### config.mk
export PLATFORM = sky130hd
export DESIGN_NAME = btl_trigger
export DESIGN_NICKNAME = d
export VERILOG_FILES = /design/src/design/btl_pkg.sv /design/src/design/btl_trigger.sv
export VERILOG_INCLUDE_DIRS = /design/src /design/src/design
export SDC_FILE = /design/constraint.sdc
export NUM_CORES = 1
export LEC_CHECK = 0
export ABC_AREA = 0
export ABC_CLOCK_PERIOD_IN_PS = 3200
export BUFFER_PORTS_ARGS = -buffer_cell sky130_fd_sc_hd__buf_2
export CAP_MARGIN = 20
export CORE_MARGIN = 3
export CORE_UTILIZATION = 40
export CTS_BUF_LIST = sky130_fd_sc_hd__clkbuf_4 sky130_fd_sc_hd__clkbuf_8 sky130_fd_sc_hd__clkbuf_16
export CTS_CLUSTER_SIZE = 16
export DETAILED_ROUTE_END_ITERATION = 7
export PLACE_DENSITY_LB_ADDON = 0.25
export SKIP_LAST_GASP = 1
export SYNTH_ARGS = -nofsm -noshare
export SYNTH_HDL_FRONTEND = slang
export SYNTH_SLANG_ARGS = --single-unit
### constraint.sdc
create_clock -name hclk -period 3.2 [get_ports hclk]
set_clock_uncertainty 0.15 [all_clocks]
set_input_delay 0.48 -clock hclk [delete_from_list [all_inputs] [get_ports hclk]]
set_output_delay 0.48 -clock hclk [all_outputs]
set_load 0.05 [all_outputs]
### src/design/btl_regs.svh
`ifndef BTL_REGS_SVH
`define BTL_REGS_SVH

// Register byte offsets
`define BTL_OFS_DEF        8'h00
`define BTL_OFS_ADDR_LOW   8'h04
`define BTL_OFS_ADDR_HIGH  8'h08
`define BTL_OFS_PC_BASE    8'h0C
`define BTL_OFS_PC_MASK    8'h10
`define BTL_OFS_DATA_VAL   8'h14
`define BTL_OFS_STATUS     8'h18
`define BTL_OFS_CLEAR      8'h1C
`define BTL_OFS_IRQ_EN     8'h20
`define BTL_OFS_STATE      8'h24

// Trigger definition layout
`define BTL_DEF_RESET      32'h0000_0000
`define BTL_DEF_WMASK      32'hFFFF_3FFF
`define BTL_RESP_MSB       31
`define BTL_RESP_LSB       30
`define BTL_L2_MSB         29
`define BTL_L2_LSB         16
`define BTL_L1_MSB         13
`define BTL_L1_LSB         0

// Bit positions inside one 14-bit level field
`define BTL_LV_GLOBAL_EN   13
`define BTL_LV_LONGWORD    12
`define BTL_LV_LOW_WORD    11
`define BTL_LV_UPPER_WORD  10
`define BTL_LV_BYTE0       9
`define BTL_LV_BYTE1       8
`define BTL_LV_BYTE2       7
`define BTL_LV_BYTE3       6
`define BTL_LV_DATA_INV    5
`define BTL_LV_ADDR_OUT    4
`define BTL_LV_ADDR_RANGE  3
`define BTL_LV_ADDR_LOW    2
`define BTL_LV_PC_EN       1
`define BTL_LV_PC_INV      0

// Status bits
`define BTL_ST_LEVEL1      0
`define BTL_ST_TRIGGER     1
`define BTL_ST_WIDTH       2

// Debug data pin codes
`define BTL_DD_IDLE        4'h0
`define BTL_DD_TRIGGER     4'h8

`endif

### src/design/btl_pkg.sv
package btl_pkg;

  typedef enum logic [1:0] {
    BTL_ARM_L1 = 2'b01,
    BTL_ARM_L2 = 2'b10
  } btl_state_t;

  typedef enum logic [1:0] {
    BTL_RESP_DISPLAY = 2'b00,
    BTL_RESP_HALT    = 2'b01,
    BTL_RESP_DBG_IRQ = 2'b10,
    BTL_RESP_RSVD    = 2'b11
  } btl_resp_t;

endpackage

### src/design/btl_trigger.sv
// The implementer's own choices: register access over AHB-Lite and the register addresses.
`timescale 1ns/1ns
`include "btl_regs.svh"

// Summary of operation
// - Definition holds response, level two, level one
// - Reset clears the whole trigger definition
// - Response: display, halt, debug interrupt, reserved
// - Completed trigger always shown on debug pins
// - Level enable zero blocks every breakpoint
// - Longword enable compares full core data
// - Any data enable arms data breakpoint
// - Word enables compare low or upper half
// - Byte enables compare their own byte
// - Invert flips the combined data compare result
// - Any address mode arms address breakpoint
// - Outside mode matches beyond low/high range
// - Range mode matches inclusive low/high range
// - Low mode matches address equal to low
// - PC enable switches PC matching on/off
// - PC invert selects inside or outside region
module btl_trigger
  import btl_pkg::*;
(
  input  wire logic        hclk,
  input  wire logic        hresetn,
  input  wire logic        hsel,
  input  wire logic [31:0] haddr,
  input  wire logic [1:0]  htrans,
  input  wire logic        hwrite,
  input  wire logic [2:0]  hsize,
  input  wire logic [31:0] hwdata,
  input  wire logic        hready,
  output logic      [31:0] hrdata,
  output logic             hreadyout,
  output logic             hresp,
  input  wire logic        core_valid,
  input  wire logic [31:0] core_addr,
  input  wire logic [31:0] core_data_bus,
  input  wire logic [31:0] core_pc,
  output logic      [3:0]  debug_data_pins,
  output logic             halt_req,
  output logic             debug_irq,
  output logic             irq
);

  logic [31:0] breakpoint_trigger_definition_r;
  logic [31:0] address_breakpoint_low_r;
  logic [31:0] address_breakpoint_high_r;
  logic [31:0] pc_breakpoint_base_r;
  logic [31:0] pc_breakpoint_mask_r;
  logic [31:0] data_breakpoint_value_r;
  logic [`BTL_ST_WIDTH-1:0] status_r;
  logic [`BTL_ST_WIDTH-1:0] irq_en_r;
  btl_state_t  state_r;
  btl_state_t  state_nxt;

  logic        wr_pend_r;
  logic        rd_pend_r;
  logic [7:0]  ph_addr_r;
  logic [31:0] hrdata_r;
  logic        hreadyout_r;
  logic [3:0]  pins_r;
  logic        halt_r;
  logic        dbg_irq_r;
  logic        irq_r;

  logic        addr_phase;
  logic        wr_def;
  logic        wr_clear;
  logic [13:0] cfg_l1;
  logic [13:0] cfg_l2;
  logic        two_level;
  logic        l1_hit;
  logic        l2_hit;
  logic        fire;
  logic        level1_event;
  btl_resp_t   resp;
  logic [3:0]  byte_eq;
  logic        addr_eq_low;
  logic        addr_in_range;
  logic        pc_in_region;
  logic [31:0] rd_mux;

  assign hrdata          = hrdata_r;
  assign hreadyout       = hreadyout_r;
  assign hresp           = 1'b0;
  assign debug_data_pins = pins_r;
  assign halt_req        = halt_r;
  assign debug_irq       = dbg_irq_r;
  assign irq             = irq_r;

  // Bus slave
  // Reads take one wait state so a write just before is always visible
  assign addr_phase = hsel && htrans[1] && hready;

  always_ff @(posedge hclk or negedge hresetn) begin
    if (!hresetn) begin
      wr_pend_r <= 1'b0;
      rd_pend_r <= 1'b0;
      ph_addr_r <= 8'h00;
    end else if (hready || rd_pend_r) begin
      wr_pend_r <= addr_phase && hwrite;
      rd_pend_r <= addr_phase && !hwrite;
      if (addr_phase) begin
        ph_addr_r <= {haddr[7:2], 2'b00};
      end
    end
  end

  always_ff @(posedge hclk or negedge hresetn) begin
    if (!hresetn) begin
      hreadyout_r <= 1'b1;
    end else begin
      hreadyout_r <= !(addr_phase && !hwrite);
    end
  end

  always_comb begin
    rd_mux = 32'h0000_0000;
    case (ph_addr_r)
      `BTL_OFS_DEF:       rd_mux = breakpoint_trigger_definition_r;
      `BTL_OFS_ADDR_LOW:  rd_mux = address_breakpoint_low_r;
      `BTL_OFS_ADDR_HIGH: rd_mux = address_breakpoint_high_r;
      `BTL_OFS_PC_BASE:   rd_mux = pc_breakpoint_base_r;
      `BTL_OFS_PC_MASK:   rd_mux = pc_breakpoint_mask_r;
      `BTL_OFS_DATA_VAL:  rd_mux = data_breakpoint_value_r;
      `BTL_OFS_STATUS:    rd_mux = {30'h0000_0000, status_r};
      `BTL_OFS_IRQ_EN:    rd_mux = {30'h0000_0000, irq_en_r};
      `BTL_OFS_STATE:     rd_mux = {30'h0000_0000, state_r};
      default:            rd_mux = 32'h0000_0000;
    endcase
  end

  always_ff @(posedge hclk or negedge hresetn) begin
    if (!hresetn) begin
      hrdata_r <= 32'h0000_0000;
    end else if (rd_pend_r && !hreadyout_r) begin
      hrdata_r <= rd_mux;
    end
  end

  assign wr_def   = wr_pend_r && (ph_addr_r == `BTL_OFS_DEF);
  assign wr_clear = wr_pend_r && (ph_addr_r == `BTL_OFS_CLEAR);

  // Trigger definition
  always_ff @(posedge hclk or negedge hresetn) begin
    if (!hresetn) begin
      breakpoint_trigger_definition_r <= `BTL_DEF_RESET;
    end else if (wr_def) begin
      breakpoint_trigger_definition_r <= hwdata & `BTL_DEF_WMASK;
    end
  end

  // Comparison values
  always_ff @(posedge hclk or negedge hresetn) begin
    if (!hresetn) begin
      address_breakpoint_low_r  <= 32'h0000_0000;
      address_breakpoint_high_r <= 32'h0000_0000;
      pc_breakpoint_base_r      <= 32'h0000_0000;
      pc_breakpoint_mask_r      <= 32'h0000_0000;
      data_breakpoint_value_r   <= 32'h0000_0000;
    end else if (wr_pend_r) begin
      case (ph_addr_r)
        `BTL_OFS_ADDR_LOW:  address_breakpoint_low_r  <= hwdata;
        `BTL_OFS_ADDR_HIGH: address_breakpoint_high_r <= hwdata;
        `BTL_OFS_PC_BASE:   pc_breakpoint_base_r      <= hwdata;
        `BTL_OFS_PC_MASK:   pc_breakpoint_mask_r      <= hwdata;
        `BTL_OFS_DATA_VAL:  data_breakpoint_value_r   <= hwdata;
        default: ;
      endcase
    end
  end

  // Comparators
  assign cfg_l1    = breakpoint_trigger_definition_r[`BTL_L1_MSB:`BTL_L1_LSB];
  assign cfg_l2    = breakpoint_trigger_definition_r[`BTL_L2_MSB:`BTL_L2_LSB];
  assign two_level = cfg_l2[`BTL_LV_GLOBAL_EN];
  assign resp      = btl_resp_t'(breakpoint_trigger_definition_r
                       [`BTL_RESP_MSB:`BTL_RESP_LSB]);

  genvar gi;
  generate
    for (gi = 0; gi < 4; gi++) begin : g_lane
      assign byte_eq[gi] = core_data_bus[gi*8 +: 8]
                        == data_breakpoint_value_r[gi*8 +: 8];
    end
  endgenerate

  assign addr_eq_low   = core_addr == address_breakpoint_low_r;
  assign addr_in_range = (core_addr >= address_breakpoint_low_r)
                      && (core_addr <= address_breakpoint_high_r);
  // Mask bit set means that address bit is ignored
  assign pc_in_region  = ((core_pc ^ pc_breakpoint_base_r)
                        & ~pc_breakpoint_mask_r) == 32'h0000_0000;

  // One level completes when every armed breakpoint kind matches
  function automatic logic level_hit(
    input logic [13:0] cfg,
    input logic [3:0]  beq,
    input logic        a_low,
    input logic        a_rng,
    input logic        pc_in
  );
    logic [3:0] lanes;
    logic       d_en;
    logic       d_hit;
    logic       a_en;
    logic       a_hit;
    logic       p_hit;
    lanes = {4{cfg[`BTL_LV_LONGWORD]}}
          | {2'b00, {2{cfg[`BTL_LV_LOW_WORD]}}}
          | {{2{cfg[`BTL_LV_UPPER_WORD]}}, 2'b00}
          | {cfg[`BTL_LV_BYTE3], cfg[`BTL_LV_BYTE2],
             cfg[`BTL_LV_BYTE1], cfg[`BTL_LV_BYTE0]};
    d_en  = |lanes;
    d_hit = ((beq & lanes) == lanes) ^ cfg[`BTL_LV_DATA_INV];
    a_en  = cfg[`BTL_LV_ADDR_OUT] | cfg[`BTL_LV_ADDR_RANGE]
          | cfg[`BTL_LV_ADDR_LOW];
    a_hit = (cfg[`BTL_LV_ADDR_OUT] && !a_rng)
          | (cfg[`BTL_LV_ADDR_RANGE] && a_rng)
          | (cfg[`BTL_LV_ADDR_LOW] && a_low);
    p_hit = pc_in ^ cfg[`BTL_LV_PC_INV];
    level_hit = cfg[`BTL_LV_GLOBAL_EN]
             && (d_en || a_en || cfg[`BTL_LV_PC_EN])
             && (!d_en || d_hit)
             && (!a_en || a_hit)
             && (!cfg[`BTL_LV_PC_EN] || p_hit);
  endfunction

  assign l1_hit = core_valid
               && level_hit(cfg_l1, byte_eq, addr_eq_low, addr_in_range,
                            pc_in_region);
  assign l2_hit = core_valid
               && level_hit(cfg_l2, byte_eq, addr_eq_low, addr_in_range,
                            pc_in_region);

  // Sequencer
  always_comb begin
    state_nxt    = state_r;
    fire         = 1'b0;
    level1_event = 1'b0;
    case (state_r)
      BTL_ARM_L1: begin
        if (l1_hit) begin
          level1_event = 1'b1;
          if (two_level) begin
            state_nxt = BTL_ARM_L2;
          end else begin
            fire = 1'b1;
          end
        end
      end
      BTL_ARM_L2: begin
        if (l2_hit) begin
          fire      = 1'b1;
          state_nxt = BTL_ARM_L1;
        end
      end
      default: state_nxt = BTL_ARM_L1;
    endcase
  end

  // A new definition restarts the sequence at level one
  always_ff @(posedge hclk or negedge hresetn) begin
    if (!hresetn) begin
      state_r <= BTL_ARM_L1;
    end else if (wr_def) begin
      state_r <= BTL_ARM_L1;
    end else begin
      state_r <= state_nxt;
    end
  end

  // Responses, one-cycle pulses
  always_ff @(posedge hclk or negedge hresetn) begin
    if (!hresetn) begin
      pins_r    <= `BTL_DD_IDLE;
      halt_r    <= 1'b0;
      dbg_irq_r <= 1'b0;
    end else begin
      pins_r    <= fire ? (`BTL_DD_TRIGGER | {2'b00, resp})
                        : `BTL_DD_IDLE;
      halt_r    <= fire && (resp == BTL_RESP_HALT);
      dbg_irq_r <= fire && (resp == BTL_RESP_DBG_IRQ);
    end
  end

  // Sticky status; a set in the clear cycle wins
  always_ff @(posedge hclk or negedge hresetn) begin
    if (!hresetn) begin
      status_r <= '0;
    end else begin
      status_r <= (status_r & ~(wr_clear ? hwdata[`BTL_ST_WIDTH-1:0] : '0))
                | {fire, level1_event};
    end
  end

  always_ff @(posedge hclk or negedge hresetn) begin
    if (!hresetn) begin
      irq_en_r <= '0;
    end else if (wr_pend_r && ph_addr_r == `BTL_OFS_IRQ_EN) begin
      irq_en_r <= hwdata[`BTL_ST_WIDTH-1:0];
    end
  end

  always_ff @(posedge hclk or negedge hresetn) begin
    if (!hresetn) begin
      irq_r <= 1'b0;
    end else begin
      irq_r <= |(status_r & irq_en_r);
    end
  end
endmodule

## Word-level counts from Yosys, hierarchy flattened

Cells that the tools add are included.

| operators by class | value |
|---|---|
| $lt $le $gt $ge | 2 |
| eq/ne operators | 23 |
| mux-type cells | 14 |
| bitwise logic cells | 27 |
| reduce and logical (&&, ||, !) cells | 60 |

Operator list:

| operator | number |
|---|---|
| $pmux W32 S9 | 1 |
| $and A32 B32 Y32 | 1 |
| $eq A32 B32 Y1 | 1 |
| $eq A8 B8 Y1 | 4 |
| $ge A32 B32 Y1 | 1 |
| $le A32 B32 Y1 | 1 |
| $logic_not A32 Y1 | 1 |
| $not A32 Y32 | 1 |
| $xor A32 B32 Y32 | 1 |
| $logic_and A1 B1 Y1 | 27 |
| $eq A6 B3 Y1 const B | 4 |
| $or A4 B4 Y4 | 4 |
| $eq A6 B2 Y1 const B | 2 |
| $eq A6 B4 Y1 const B | 2 |
| $reduce_and A2 Y1 | 6 |
| $logic_or A1 B1 Y1 | 11 |
| $logic_not A1 Y1 | 10 |
| $mux W2 | 5 |
| $ne A3 B3 Y1 const B | 3 |
| $and A4 B4 Y4 | 2 |
| $eq A4 B4 Y1 | 2 |
| $logic_not A8 Y1 | 1 |
| $or A1 B1 Y1 | 8 |
| $or A4 B2 Y4 | 2 |
| 14 further kinds | 25 |

| word-level totals | value |
|---|---|
| register bits | 244 |
| output and inout port bits | 41 |
| word-level logic and storage cells | 144 |

## Depth between registers and ports, before layout

| logic depth | value |
|---|---|
| depth in word-level cells | 14 |
| mapped depth | 11 |
| depth with buffers taken out | 11 |

## Worst setup path after synthesis

No wires, ideal clock.

| timing | value |
|---|---|
| path kind | in2reg |
| from | input port core_addr[0] |
| to | register dbg_irq_r, in the netlist debug_irq |
| setup time | 0.120 ns |
| arrival | 2.614 ns |
| required time | 2.930 ns |
| path slack | 0.317 ns |
| stages | 11 |
| buffers on the path | 0 |
| cell sequence | inv_1 > ha_1 > nand2b_1 > a21o_1 > a211oi_2 > o41ai_1 > a311o_1 > and3_1 > o31a_1 > a2bb2o_4 > and3b_1 |

| between the ends | value |
|---|---|
| cells in the longest elaborated chain, start to end | 13 |
| elaborated cells between the ends (all ways) | 27 |
| classes of those cells | order compare: 2; eq/ne: 1; mux: 3; bitwise: 4; reduce/logical: 17 |

Ends and longest elaborated chain:

| item | line | source |
|---|---|---|
| start: declaration | btl_trigger.sv:38 | `input wire logic [31:0] core_addr,` |
| $ge A32 B32 Y1 / $le A32 B32 Y1 (equally long branches) | btl_trigger.sv:191, btl_trigger.sv:192 |  |
| $logic_and A1 B1 Y1 | btl_trigger.sv:192 | `&& (core_addr <= address_breakpoint_high_r);` |
| $logic_not A1 Y1 | btl_trigger.sv:220 | `` a_hit = (cfg[`BTL_LV_ADDR_OUT] && !a_rng) `` |
| $logic_and A1 B1 Y1 | btl_trigger.sv:220 |  |
| $or A1 B1 Y1 (2 in a row) | btl_trigger.sv:220 |  |
| $logic_or A1 B1 Y1 | btl_trigger.sv:227 | `&& (!a_en \|\| a_hit)` |
| $logic_and A1 B1 Y1 (2 in a row) | btl_trigger.sv:224 | `` level_hit = cfg[`BTL_LV_GLOBAL_EN] `` |
| $logic_and A1 B1 Y1 (on tied branches) | btl_trigger.sv:235, btl_trigger.sv:232 |  |
| $mux W1 (on tied branches) | btl_trigger.sv:255, btl_trigger.sv:245 |  |
| $pmux W1 S2 * | btl_trigger.sv:243 | `case (state_r)` |
| net fire | btl_trigger.sv:76 | `logic fire;` |
| $logic_and A1 B1 Y1 * | btl_trigger.sv:285 | `dbg_irq_r <= fire && (resp == BTL_RESP_DBG_IRQ);` |
| end signal: assignment | btl_trigger.sv:285 |  |
| end: declaration | btl_trigger.sv:65 | `logic dbg_irq_r;` |

Mark *: on every way through the listed nets, which the timed path passes. The rest lies on a longest branch.
A chain may end at the register's enable or synchronous reset.

## Worst setup path after layout

| timing | value |
|---|---|
| from | register address_breakpoint_low_r[9] |
| to | register dbg_irq_r, in the netlist debug_irq |

| between the ends | value |
|---|---|
| cells in the longest elaborated chain, start to end | 13 |
| elaborated cells between the ends (all ways) | 26 |
| classes of those cells | order compare: 1; eq/ne: 1; mux: 3; bitwise: 4; reduce/logical: 17 |

Ends and longest elaborated chain:

| item | line | source |
|---|---|---|
| start: declaration | btl_trigger.sv:48 | `logic [31:0] address_breakpoint_low_r;` |
| start signal: assignment | btl_trigger.sv:165 | `` `BTL_OFS_ADDR_LOW: address_breakpoint_low_r <= hwdata; `` |
| $ge A32 B32 Y1 | btl_trigger.sv:191 | `assign addr_in_range = (core_addr >= address_breakpoint_low_r)` |
| $logic_and A1 B1 Y1 | btl_trigger.sv:192 |  |
| $logic_not A1 Y1 | btl_trigger.sv:220 |  |
| $logic_and A1 B1 Y1 | btl_trigger.sv:220 |  |
| $or A1 B1 Y1 (2 in a row) | btl_trigger.sv:220 |  |
| $logic_or A1 B1 Y1 | btl_trigger.sv:227 |  |
| $logic_and A1 B1 Y1 (2 in a row) | btl_trigger.sv:224 |  |
| $logic_and A1 B1 Y1 (on tied branches) | btl_trigger.sv:235, btl_trigger.sv:232 |  |
| $mux W1 (on tied branches) | btl_trigger.sv:255, btl_trigger.sv:245 |  |
| $pmux W1 S2 * | btl_trigger.sv:243 |  |
| net fire | btl_trigger.sv:76 |  |
| $logic_and A1 B1 Y1 * | btl_trigger.sv:285 |  |

Marks and branches as above.

==> impl_metrics.toml <==
[timing]
tightest_slew_ns = 1.01
min_period_ns = 3.05
fin_ws_ns = 0.148
fin_tns_setup_ns = 0
relSlewSlack = 0.324
drv_slew = 0
rsz0062_at_grt = "no"
setup_viol = 0
whs_ns = 0.0381
fin_crit_sh = 0.954
hold_viol_final = 0
fmax_ghz = 0.328

[power]
p_per_area_nw_per_um2 = 653
ir_drop_mv = 0.344
clkPwrFrac = 0.317
seq_power_share = 0.419
p_sw_mw = 3.27
p_comb_frac = 0.264
p_int_mw = 6.91
switching_share = 0.321
p_leak_nw = 7.27

[critical_path]
crit_path_end_kind = "flip-flop"
rr_startpoint = "address_breakpoint_low_r[9]$_DFFE_PN0P_"
path_cells = "inv_1 -> ha_1 -> a21o_1 -> a21o_1 -> a21oi_2 -> o41ai_1 -> buf_4 -> a311o_1 -> and3_1 -> o31a_1 -> a2bb2o_4 -> and3b_1"
slowest_stage = "a311o_1"
crit_fanout = 6
cp_data_required_time_ns = 3.46
path_delay_family = "compound AO/OA/AOI/OAI gates"
worstSetupPathType = "flip-flop to flip-flop"
arrival_ns = 3.31
cp_common_cell = "a21o_1"
reg2reg_to = "debug_irq$_DFF_PN0_"
r2r_slack_ns = 0.15
crit_buf_inv = 2
rr_worst_depth = 12
critPathMaxStageDelay_ns = 0.39
cp-start-kind = "flip-flop"

[logic_synthesis]
synthTopCellsByCount = "dfrtp_1 (241), mux2_2 (135), nand2_1 (127)"
synth_seq_cells = 243
syn_area_um2 = 12900
yosysMostFrequentCell = "dfrtp_1"
synth_top_area_frac = 0.467
syn_avg_cell_area_um2 = 11.0
synth_flop_cell = "dfrtp_1"
synth_warnings = 0
yosysTopAreaCell = "dfrtp_1"
synthDistinctLibCells = 63
synth_cells = 1174
synthArstFlopShare = 1.00
yosysSeqAreaShare = 0.471
synthTopCellsByArea = "dfrtp_1 (47%), mux2_2 (12%), ha_1 (6.4%), o21ai_0 (4.2%), mux4_2 (3.8%)"
synth_edf_count = 0

[place]
gp_congestion = 0.893
placed_cell_area_um2 = 14600
hpwl_um = 30500
io_buffers = 179
dpl_worst_slack_ns = -0.113

[floorplan]
fp.dieH_um = 186
coreArea_um2 = 31700
die_x_um = 186
rows = 65
pin_count = 212
start_util = 0.407
dieArea_um2 = 34500

[global_routing]
grt_pass1_vias = 10251
grt_first_pass_wirelength_um = 60900
grt_max_degree = 83
grtUsageTotal = 0.234
antenna_found_initial = 3
grt.overflow.total = 0

[clock_network]
cts-root-buf = "clkbuf_16"
cts_tree = "yes"
h-tree-depth = 1
cts_sinks = 243
post-cts-setup-buffers = 0
clockBufferDepth = 3
cts_inserted_buffers = 27
clk_latency_ns = 0.54
clkSlewWorstSetupHoldPaths_ns = 0.06

[routing]
drc = 0
num_vias = 10044
firstDrtPassIters = 5
viasPerCell = 5.57
wl_um = 40800
ant_nets = 0
wl_per_cell_um = 22.6
drt_iter0_markers = 638

[finish]
drive_above_1_share = 0.331
fin_area_um2 = 15600
syn2layout_area_growth_pct = 20.7
fin_util = 0.492
finalNetCount = 1616

[worst_hold_path]
hold_path_startpoint = "haddr[4]"
worstHoldPathType = "primary input to flip-flop"
min_path_cells = 2
hold_end = "ph_addr_r[4]$_DFFE_PN0P_"

[job]
cap_violations = 0

[outcome]
outcome = "complete, no violations"
-- repair_timing --
| action | in CTS | in global routing |
|---|---|---|
| hold buffers | 2 | 0 |
| setup endpoints to repair | 0 | 5 |
| hold endpoints to repair | 79 | 0 |
| gates resized for setup | 0 | 5 |
-- sequential cells by signal, indices dropped and copies added (netlist names), 3 cells and up --
name,count
address_breakpoint_low_r,32
pc_breakpoint_base_r,32
pc_breakpoint_mask_r,32
data_breakpoint_value_r,32
ph_addr_r,6
debug_data_pins,3
address_breakpoint_high_r,32
breakpoint_trigger_definition_r,30
hrdata,32
-- worst reg2reg max path: stages (launching register included) --
cell and delay [ns]:
dfrtp_1 0.38, inv_1 0.07, ha_1 0.23, a21o_1 0.18, a21o_1 0.18, a21oi_2 0.18, o41ai_1 0.10, buf_4 0.14
a311o_1 0.39, and3_1 0.18, o31a_1 0.30, a2bb2o_4 0.25, and3b_1 0.19
-- cell families (layout without fill, tap and decap cells) --
| logic type | Yosys count | after routing | synth area share |
|---|---|---|---|
| xor gates and xnor gates | 65 | 65 | 0.0441 |
| adders and majority gates | 66 | 66 | 0.0639 |
| muxes | 173 | 173 | 0.168 |
| AOI/OAI and AO/OA | 265 | 265 | 0.128 |
| other | 1 | 3 | 0.000290 |
| and+or+nand+nor | 236 | 236 | 0.0871 |
| buffers and inverters | 125 | 349 | 0.0378 |
| DFF | 243 | 243 | 0.471 |
-- cell type report --
class	instances	area (µm²)
inverter	68	255
timing repair buffer	232	1410
multi-input combinational	807	6410
tap	402	503
fill	2944	16100
antenna	1	2.50
clock buffer	45	880
sequential	243	6090
clock inverter	4	50.0
-- through the flow --
stage | std cells | power (mW)
global route | 1802 | 10.7
finish | 1802 | 10.2
global placement | 1750 | 6.87
CTS | 1801 | 10.2
detailed placement | 1750 | 6.95
floorplan | 1175 | 5.90
-- routing by layer --
layer	up-vias	share of wire	track usage	wire, µm
met5	-	0.00042	0	17
met4	4	0.037	0.0819	1510
met3	82	0.066	0.0418	2710
met2	319	0.45	0.370	18500
met1	4980	0.44	0.325	18100
li1	4659	-	-	-
-- power by group through the flow --
stage | logic [mW] | clock network (mW) | registers [mW]
floorplan | 1.79 | 0 | 4.11
global placement | 2.59 | 0 | 4.28
detailed placement | 2.65 | 0 | 4.31
CTS | 2.67 | 3.27 | 4.25
global route | 2.96 | 3.39 | 4.34
finish | 2.68 | 3.23 | 4.26
-- cells in the final DEF (no fill, tap or decap), types with 14 or more instances in the layout --
cell type	count
clkbuf_16	27
a21oi_1	62
mux4_2	22
mux2_2	135
ha_1	66
mux2i_1	16
dfrtp_1	239
nand4_1	17
nor2_1	19
a22o_1	23
xnor2_1	32
buf_2	178
nor3_1	14
nand2_1	127
inv_1	68
xor2_1	33
buf_4	43
o22ai_1	16
nor4_1	16
o21ai_0	107
-- worst max path at each step --
stage                                            start                   to  slack, ns  depth (start not counted)
2_1_floorplan                             core_addr[0]  debug_irq$_DFF_PN0_       0.32                         11
3_3_place_gp                              core_addr[0]  debug_irq$_DFF_PN0_      -0.07                         13
3_5_place_dp                              core_addr[0]  debug_irq$_DFF_PN0_      -0.11                         13
4_1_cts        address_breakpoint_low_r[9]$_DFFE_PN0P_  debug_irq$_DFF_PN0_       0.09                         12
5_1_grt        address_breakpoint_low_r[0]$_DFFE_PN0P_  debug_irq$_DFF_PN0_       0.03                         11
6_report       address_breakpoint_low_r[9]$_DFFE_PN0P_  debug_irq$_DFF_PN0_       0.15                         12
(Power assumes the default switching activity.)
